==> config.mk <==
export PLATFORM = sky130hd
export DESIGN_NAME = interval_timer_host_port
export DESIGN_NICKNAME = d
export VERILOG_FILES = /design/src/design/interval_timer_pkg.sv /design/src/design/bcd_decrement.sv /design/src/design/timer_counter_unit.sv /design/src/design/interval_timer_host_port.sv
export SDC_FILE = /design/constraint.sdc
export NUM_CORES = 1
export LEC_CHECK = 0
export ABC_CLOCK_PERIOD_IN_PS = 17180
export BUFFER_PORTS_ARGS = -buffer_cell sky130_fd_sc_hd__buf_2
export CORE_MARGIN = 2
export CORE_UTILIZATION = 54
export CTS_CLUSTER_SIZE = 25
export DETAILED_ROUTE_END_ITERATION = 6
export GPL_ROUTABILITY_DRIVEN = 1
export MAX_ROUTING_LAYER = met4
export PLACE_DENSITY = 0.73
export SETUP_SLACK_MARGIN = 0.15
export SLEW_MARGIN = 10
export SYNTH_ARGS = -nofsm -noshare
export SYNTH_HDL_FRONTEND = slang
export SYNTH_SLANG_ARGS = --single-unit
==> constraint.sdc <==
create_clock -name clock -period 17.18 [get_ports clock]
set_input_delay 2.577 -clock clock [delete_from_list [all_inputs] [get_ports clock]]
set_output_delay 2.577 -clock clock [all_outputs]
set_load 0.05 [all_outputs]
==> src/design/interval_timer_pkg.sv <==
/*
  Shared constants and carrier types of the interval timer host port.
  Assumes an 8-bit host bus with two address bits and active-low strobes.
*/
package interval_timer_pkg;

  // ------------------------------------------------------------
  // Port map
  // ------------------------------------------------------------
  localparam logic [7:0] counter_zero_port = 8'h80;
  localparam logic [7:0] counter_one_port = 8'h81;
  localparam logic [7:0] counter_two_port = 8'h82;
  localparam logic [7:0] timer_control_word = 8'h83;
  localparam logic [1:0] sel_control = 2'h3;

  // ------------------------------------------------------------
  // Control byte fields
  // ------------------------------------------------------------
  localparam int ctl_sel_pos = 6;
  localparam int ctl_acc_pos = 4;
  localparam int ctl_mode_pos = 1;
  localparam int ctl_bcd_pos = 0;

  // Access formats
  localparam logic [1:0] acc_latch = 2'h0;
  localparam logic [1:0] acc_high = 2'h1;
  localparam logic [1:0] acc_low = 2'h2;
  localparam logic [1:0] acc_both = 2'h3;

  // Counting modes
  localparam logic [2:0] mode_term = 3'h0;
  localparam logic [2:0] mode_one_shot = 3'h1;
  localparam logic [2:0] mode_rate = 3'h2;
  localparam logic [2:0] mode_square = 3'h3;
  localparam logic [2:0] mode_strobe = 3'h4;
  localparam logic [2:0] mode_hw_strobe = 3'h5;

  // Reset values
  localparam logic [15:0] count_reset = 16'h0000;
  localparam logic [7:0] data_reset = 8'h00;

  // Largest counts
  localparam logic [15:0] max_binary = 16'hFFFF;
  localparam logic [15:0] max_bcd = 16'h9999;

  // Number of counters
  localparam int num_counters = 3;

  // ------------------------------------------------------------
  // Carrier types
  // ------------------------------------------------------------
  // Per-counter configuration taken from a control byte
  typedef struct packed {
    logic [1:0] access;
    logic [2:0] mode;
    logic bcd;
  } counter_cfg_s;

  // Host bus request as seen by the port logic
  typedef struct packed {
    logic cs_n;
    logic rd_n;
    logic wr_n;
    logic [1:0] addr;
    logic [7:0] data;
  } host_bus_s;

endpackage

==> src/design/bcd_decrement.sv <==
/*
  Decrements a 16-bit count by one or two, in binary or four BCD digits.
  Purely combinational; a zero count wraps to FFFF in binary or 9999 in BCD.
*/
`timescale 1ns/1ps
module bcd_decrement (
  // Operand
  input wire logic [15:0] value,
  input wire logic bcd,
  input wire logic by_two,
  // Result
  output logic [15:0] result
);
  import interval_timer_pkg::*;

  // ------------------------------------------------------------
  // One-step decrement helper
  // ------------------------------------------------------------
  function automatic logic [15:0] dec1(input logic [15:0] v,
                                        input logic b);
    logic [15:0] r;
    logic borrow;
    r = v;
    borrow = 1'b1;
    if (!b) begin
      // Binary wraps 0 to the full range
      r = v - 16'h0001;
    end else begin
      // Each digit borrows from its neighbour; 0 becomes 9
      for (int i = 0; i < 4; i++) begin
        if (borrow) begin
          if (v[i*4 +: 4] == 4'h0) begin
            r[i*4 +: 4] = 4'h9;
          end else begin
            r[i*4 +: 4] = v[i*4 +: 4] - 4'h1;
            borrow = 1'b0;
          end
        end
      end
    end
    return r;
  endfunction

  // Two steps reuse the same helper
  always_comb begin
    result = dec1(value, bcd);
    if (by_two) begin
      result = dec1(dec1(value, bcd), bcd);
    end
  end

endmodule

==> src/design/timer_counter_unit.sv <==
/*
  One 16-bit down-counter with its own count-clock enable and gate.
  Assumes count_tick is a one-cycle pulse synchronous to clock.
*/
`timescale 1ns/1ps
module timer_counter_unit (
  // Clock and reset
  input wire logic clock,
  input wire logic rst,
  // Count rate and gate
  input wire logic count_tick,
  input wire logic gate,
  // Programming
  input wire logic cfg_load,
  input wire interval_timer_pkg::counter_cfg_s cfg_in,
  input wire logic value_load,
  input wire logic [15:0] value_in,
  input wire logic hold,
  // State
  output logic [15:0] count,
  output logic out_level,
  output logic programmed
);
  import interval_timer_pkg::*;

  // ------------------------------------------------------------
  // State
  // ------------------------------------------------------------
  counter_cfg_s cfg, next_cfg;  // Mode and BCD choice
  logic [15:0] reload, next_reload;  // Last loaded value
  logic [15:0] next_count;
  logic next_out_level, next_programmed;
  logic armed, next_armed;  // Count loaded, counting allowed
  logic [15:0] dec_value;
  logic by_two;

  // Square wave counts by two from an even count, by one from an odd count
  assign by_two = (cfg.mode == mode_square) && !count[0];

  bcd_decrement u_dec (
    .value(count),
    .bcd(cfg.bcd),
    .by_two(by_two),
    .result(dec_value)
  );

  // Zero count means the largest count for the current number system
  function automatic logic [15:0] full_count(input logic [15:0] v,
                                              input logic b);
    logic [15:0] r;
    r = v;
    if (v == 16'h0000) begin
      r = b ? max_bcd : max_binary;
    end
    return r;
  endfunction

  // ------------------------------------------------------------
  // Next-state logic
  // ------------------------------------------------------------
  always_comb begin
    next_cfg = cfg;
    next_reload = reload;
    next_count = count;
    next_out_level = out_level;
    next_programmed = programmed;
    next_armed = armed;
    if (cfg_load) begin
      // New mode: output idles per mode until a count arrives
      next_cfg = cfg_in;
      next_armed = 1'b0;
      next_out_level = (cfg_in.mode != mode_term);
      next_programmed = 1'b0;
    end else if (value_load) begin
      next_reload = value_in;
      next_count = full_count(value_in, cfg.bcd);
      next_armed = 1'b1;
      next_programmed = 1'b1;
      next_out_level = (cfg.mode != mode_term);
    end else if (armed && gate && !hold && count_tick) begin
      // Decrement toward zero at the external rate
      next_count = dec_value;
      unique case (cfg.mode)
        mode_term: begin
          // Output rises at zero and stays; counting wraps on
          if (count == 16'h0001) begin
            next_out_level = 1'b1;
          end
        end
        mode_rate: begin
          // Repeating interval: one low tick, then reload
          next_out_level = (count != 16'h0002);
          if (count == 16'h0001) begin
            next_count = full_count(reload, cfg.bcd);
          end
        end
        mode_square: begin
          // Half high, half low, then reload
          if (count <= 16'h0002) begin
            next_out_level = !out_level;
            next_count = full_count(reload, cfg.bcd);
          end
        end
        mode_strobe: begin
          // Single low tick after the delay
          next_out_level = (count != 16'h0001);
        end
        default: begin
          // Modes without a gate trigger only count down
          next_out_level = out_level;
        end
      endcase
    end
  end

  // Registers; contents undefined to software until programmed
  always_ff @(posedge clock or posedge rst) begin
    if (rst) begin
      cfg <= '0;
      reload <= count_reset;
      count <= count_reset;
      out_level <= 1'b0;
      programmed <= 1'b0;
      armed <= 1'b0;
    end else begin
      cfg <= next_cfg;
      reload <= next_reload;
      count <= next_count;
      out_level <= next_out_level;
      programmed <= next_programmed;
      armed <= next_armed;
    end
  end

endmodule

==> src/design/interval_timer_host_port.sv <==
/*
  Host-facing port of a three-counter interval timer.
  Assumes bus strobes and count-clock pulses are synchronous to clock.
*/
//
// Summary of operation
// Three independent 16-bit counters
// Count down at own external clock rate
// Binary or BCD counting per counter
// Four locations: three counters, one control
// Unprogrammed counter state is undefined
// Host writes control byte before counts
// Top two control bits select counter
// Access format shapes transfer; strobe picks direction
// Programming one counter leaves others alone
// Counter can give periodic or single event
// Host must not reprogram counters zero, one
// Format: latch, high, low, both low-first
// BCD bit chooses four decimal digits
// Three-bit mode field, values zero to five
// Zero load gives maximum count
// Decode address, select, strobes; one byte each
`timescale 1ns/1ps
module interval_timer_host_port (
  // Clock and reset
  input wire logic clock,
  input wire logic rst,
  // Host bus
  input wire logic cs_n,
  input wire logic rd_n,
  input wire logic wr_n,
  input wire logic [1:0] addr,
  input wire logic [7:0] data_in,
  // Read data and its drive enable
  output logic [7:0] data_out,
  output logic data_oe,
  // Counter clocks and gates
  input wire logic [2:0] count_tick,
  input wire logic [2:0] gate,
  // Counter outputs
  output logic [2:0] timer_out
);
  import interval_timer_pkg::*;

  // ------------------------------------------------------------
  // Bus strobe edge detection
  // ------------------------------------------------------------
  logic rd_prev, wr_prev, next_rd_prev, next_wr_prev;
  logic rd_start, wr_start;
  logic [1:0] sel;

  // A cycle acts once, on the strobe's falling edge
  assign rd_start = !cs_n && !rd_n && rd_prev;
  assign wr_start = !cs_n && !wr_n && wr_prev;
  assign sel = addr;

  always_comb begin
    next_rd_prev = rd_n || cs_n;
    next_wr_prev = wr_n || cs_n;
  end

  always_ff @(posedge clock or posedge rst) begin
    if (rst) begin
      rd_prev <= 1'b1;
      wr_prev <= 1'b1;
    end else begin
      rd_prev <= next_rd_prev;
      wr_prev <= next_wr_prev;
    end
  end

  // ------------------------------------------------------------
  // Per-counter transfer state
  // ------------------------------------------------------------
  logic [1:0] access [num_counters];  // Current format
  logic [1:0] next_access [num_counters];
  logic [7:0] low_hold [num_counters];  // Low byte awaiting high
  logic [7:0] next_low_hold [num_counters];
  logic wr_phase [num_counters];  // High byte expected next
  logic next_wr_phase [num_counters];
  logic rd_phase [num_counters];
  logic next_rd_phase [num_counters];
  logic [15:0] latch_val [num_counters];  // Frozen read value
  logic [15:0] next_latch_val [num_counters];
  logic latched [num_counters];
  logic next_latched [num_counters];
  logic [7:0] next_data_out;
  logic next_data_oe;
  logic [15:0] rd_src;  // Byte source for a counter read

  // Per-counter strobes into the units
  logic [2:0] cfg_load, value_load, hold;
  logic [15:0] value_in [num_counters];
  logic [15:0] count [num_counters];
  logic [2:0] unit_out;  // Output levels of the units
  counter_cfg_s cfg_in;

  // Control byte fields
  logic [1:0] ctl_sel;
  assign ctl_sel = data_in[ctl_sel_pos +: 2];
  assign cfg_in.access = data_in[ctl_acc_pos +: 2];
  assign cfg_in.mode = data_in[ctl_mode_pos +: 3];
  assign cfg_in.bcd = data_in[ctl_bcd_pos];

  // ------------------------------------------------------------
  // Counters, each independent of the others
  // ------------------------------------------------------------
  for (genvar i = 0; i < num_counters; i++) begin : g_cnt
    timer_counter_unit u_unit (
      .clock(clock),
      .rst(rst),
      .count_tick(count_tick[i]),
      .gate(gate[i]),
      .cfg_load(cfg_load[i]),
      .cfg_in(cfg_in),
      .value_load(value_load[i]),
      .value_in(value_in[i]),
      .hold(hold[i]),
      .count(count[i]),
      .out_level(unit_out[i]),
      .programmed()
    );
  end

  // ------------------------------------------------------------
  // Decode and transfer sequencing
  // ------------------------------------------------------------
  // The firmware owns counters zero and one; nothing is blocked
  // here, since protecting them is the host's duty
  always_comb begin
    next_data_out = data_out;
    next_data_oe = !cs_n && !rd_n;
    // Frozen latch if one is pending, else the live count; the
    // control location has no counter behind it
    rd_src = count_reset;
    if (sel != sel_control) begin
      rd_src = latched[sel] ? latch_val[sel] : count[sel];
    end
    cfg_load = 3'h0;
    value_load = 3'h0;
    for (int i = 0; i < num_counters; i++) begin
      next_access[i] = access[i];
      next_low_hold[i] = low_hold[i];
      next_wr_phase[i] = wr_phase[i];
      next_rd_phase[i] = rd_phase[i];
      next_latch_val[i] = latch_val[i];
      next_latched[i] = latched[i];
      value_in[i] = {data_in, data_in};
      // A counter in any mode pauses while a two-byte load is half done
      hold[i] = wr_phase[i] && access[i] == acc_both;
    end
    if (wr_start && sel == sel_control) begin
      // Control byte arrives before counts
      if (ctl_sel != 2'h3) begin
        if (cfg_in.access == acc_latch) begin
          // Latch command leaves mode and BCD alone
          next_latch_val[ctl_sel] = count[ctl_sel];
          next_latched[ctl_sel] = 1'b1;
        end else begin
          cfg_load[ctl_sel] = 1'b1;
          next_access[ctl_sel] = cfg_in.access;
          next_wr_phase[ctl_sel] = 1'b0;
          next_rd_phase[ctl_sel] = 1'b0;
        end
      end
    end else if (wr_start) begin
      // Count load, shaped by the access format
      unique case (access[sel])
        acc_high: begin
          value_in[sel] = {data_in, 8'h00};
          value_load[sel] = 1'b1;
        end
        acc_low: begin
          value_in[sel] = {8'h00, data_in};
          value_load[sel] = 1'b1;
        end
        acc_both: begin
          if (!wr_phase[sel]) begin
            next_low_hold[sel] = data_in;
            next_wr_phase[sel] = 1'b1;
          end else begin
            value_in[sel] = {data_in, low_hold[sel]};
            value_load[sel] = 1'b1;
            next_wr_phase[sel] = 1'b0;
          end
        end
        default: begin
          // No format yet: the byte is ignored
          value_load[sel] = 1'b0;
        end
      endcase
    end else if (rd_start && sel != sel_control) begin
      // Read a counter or its frozen latch
      unique case (access[sel])
        acc_high: begin
          next_data_out = rd_src[15:8];
          next_latched[sel] = 1'b0;
        end
        acc_both: begin
          next_data_out = rd_phase[sel] ? rd_src[15:8] : rd_src[7:0];
          next_rd_phase[sel] = !rd_phase[sel];
          if (rd_phase[sel]) begin
            next_latched[sel] = 1'b0;
          end
        end
        default: begin
          next_data_out = rd_src[7:0];
          next_latched[sel] = 1'b0;
        end
      endcase
    end else if (rd_start) begin
      // Control location reads return zero
      next_data_out = data_reset;
    end
  end

  // Transfer registers
  always_ff @(posedge clock or posedge rst) begin
    if (rst) begin
      data_out <= data_reset;
      data_oe <= 1'b0;
      timer_out <= 3'h0;
      for (int i = 0; i < num_counters; i++) begin
        access[i] <= acc_latch;
        low_hold[i] <= data_reset;
        wr_phase[i] <= 1'b0;
        rd_phase[i] <= 1'b0;
        latch_val[i] <= count_reset;
        latched[i] <= 1'b0;
      end
    end else begin
      data_out <= next_data_out;
      data_oe <= next_data_oe;
      timer_out <= unit_out;
      for (int i = 0; i < num_counters; i++) begin
        access[i] <= next_access[i];
        low_hold[i] <= next_low_hold[i];
        wr_phase[i] <= next_wr_phase[i];
        rd_phase[i] <= next_rd_phase[i];
        latch_val[i] <= next_latch_val[i];
        latched[i] <= next_latched[i];
      end
    end
  end

endmodule

==> impl_metrics.toml <==
[place]
place_ws_ps = 9520
post_dp_cell_area_mm2 = 0.0155
io_buffers = 32
hpwlAfterDp_mm = 38.0
gp_congestion = 1.01

[die]
fp-row-count = 61
fp.dieW_um = 172
core_area_mm2 = 0.0279
start_util = 0.548
dieHeight_um = 172
io_pins = 33
die-area_mm2 = 0.0297

[cts]
clkTransAtPathRegs_ps = 60
cts_buffers = 25
clock_sinks = 215
ctsResizeCount = 0
htree_levels = 1
clk_latency_ps = 550
cts_tree = "yes"
hold_buffers = 0
cts_root_buffer = "clkbuf_16"
clockBufferDepth = 3
cts_setup_buffers = 0

[power_and_ir_drop]
ir_drop_mv = 0.102
leakagePower_nw = 6.71
p_per_area_mw_per_mm2 = 147

[setup_path]
arrival_ps = 7640
crit_path_end_kind = "flip-flop"
crit_type = "in -> reg"
cp.required_ps = 17570
critPathLaunchType = "input pin"
worstPathMaxFanout = 49

[synth]
synth_fp_nets = 1969
syn_inst = 1928
synth_top_area_share = 0.349
synth.avg_cell_area_um2 = 7.92
yosysTopAreaCell = "dfrtp_1"
syn_area_mm2 = 0.0153
synth_edf_count = 0
ys_ff_latch = 215
ys_dominant_reg_cell = "dfrtp_1"
ys_async_sr_fraction = 1.00
synth.most_common_cell = "nand2_1"
synth_area_leaders = "dfrtp_1 (35%), o21ai_0 (7.0%), nand2_1 (6.8%)"
synth-seq-area-share = 0.352
yosysUniqueCellTypes = 87
netlist_top_cells_count = "nand2_1 (276), o21ai_0 (214), dfrtp_1 (213)"
yosysWarnings = 0

[sta]
finalSetupViolations = 0
fin_ws_ps = 9920
tns_ps = 0
maxSlewViolCount = 0
fin_crit_sh = 0.422
final_hold_viol_count = 0
rsz0062_at_grt = "no"
max_slew.worst_pin.slew_ps = 1220
slew_headroom = 0.186
fin_crit_ps = 7260
clock_skew_ps = 19.7
fmax_mhz = 138

[routing]
via_per_inst = 6.83
wl_per_cell_um = 23.7
vias = 15400
drtIter0Drc = 2153
drc = 1
routed_wirelength_mm = 53.2
dr.pass1.iters = 7
antenna_left = 0

[finish]
diodes = 0
seq_area_mm2 = 0.00538
drive_above_1_share = 0.0925
final_area_mm2 = 0.0164
synthToLayoutAreaGrowth_pct = 7.29
nNetsFinal = 1895
n_fill_cell = 2547
multiInputGateArea_mm2 = 0.00920

[global_route]
grt_pass1_vias = 14200
antenna_found_initial = 0
grt_pass1_wl_mm = 82.1
overflow = 0
grtUsageTotal = 0.371
grt_max_degree = 139

[worst_hold_path]
min_path_type = "reg -> reg"

[job]
maxCapViolCount = 0

[outcome]
status = "complete, but fails checks"
violations = "design-rule violations"
## cells in the final DEF (no fill, tap or decap), types with 34 or more instances in the layout
cell / count
nor4_1: 38
inv_1: 34
nand2_1: 276
a21oi_1: 114
nor2_1: 169
dfrtp_1: 213
nor3_1: 63
mux2_2: 36
mux2i_1: 63
nand3_1: 49
o21ai_0: 213
## worst paths after layout
kind	start	end	slack (ps)	cells past startpoint
max reg2reg	access[0]	g_cnt[2].u_unit.count[11]	12560	12
min reg2reg	g_cnt[1].u_unit.out_level	timer_out[1]	390	0
min in group asynchronous	rst	g_cnt[1].u_unit.reload[13]	2250	2
min	g_cnt[1].u_unit.out_level	timer_out[1]	390	0
max	addr[0]	g_cnt[2].u_unit.count[11]	9920	12
max in group asynchronous	rst	latch_val[3]	13370	3
## worst max-delay path, stage by stage
cell	delay [ps]
buf_2	700
nor2b_2	430
a21oi_1	170
inv_1	100
ha_1	370
inv_1	170
o311ai_1	560
nand2_1	780
a21oi_1	1220
nand2_1	170
o32ai_1	310
a221oi_1	70
## through the flow
step           utilization  instances  total power [mW]  hold slack, ps
2_1_floorplan            -       1928              1.48             367
3_5_place_dp         0.556       2205              1.78             384
4_1_cts              0.588       2249              2.37             398
3_3_place_gp         0.556       2205              1.77             381
6_report             0.588       2249              2.41             395
5_1_grt              0.588       2249              2.53             419
## cells by family (layout without fill, tap and decap cells)
group,after synthesis,in the layout,synth area share
XOR/XNOR,41,41,0.0235
multiplexers,99,99,0.0678
flip-flops,215,215,0.352
AND/OR/NAND/NOR,772,772,0.247
AO/OA/AOI/OAI,596,596,0.247
adder cells (fa/ha/maj),20,20,0.0164
buffers and inverters,185,128,0.0464
## cell type report
class | instances | area share
multi-input combinational | 1528 | 0.562
tap | 378 | 0.0289
timing repair buffer | 49 | 0.0176
inverter | 35 | 0.00847
clock buffer | 33 | 0.0424
clock inverter | 11 | 0.0127
sequential | 215 | 0.328
## power breakdown
group          internal [mW]  switching, mW  leakage (nW)
combinational          0.361          0.648          3.44
sequential             0.594          0.217          2.83
clock                  0.362          0.224         0.438
total                   1.32           1.09          6.71
## per-layer routing
metal / vias up / track usage / wire (µm)
li1: 6890 / - / -
met1: 7384 / 0.516 / 22100
met2: 952 / 0.551 / 23400
met3: 142 / 0.0691 / 5690
met4: 0 / 0.121 / 2010
met5: - / - / 0
## flip-flops by register name (all words and copies together), names as in the netlist, named ones only
register	count
g_cnt.u_unit.count	48
g_cnt.u_unit.reload	48
latch_val	48
low_hold	24
g_cnt.u_unit.cfg	12
data_out	8
access	6
g_cnt.u_unit.armed	3
g_cnt.u_unit.out_level	3
latched	3
rd_phase	3
timer_out	3
data_oe	1
rd_prev	1
wr_prev	1
No activity file was read; power rests on OpenSTA's default activity.
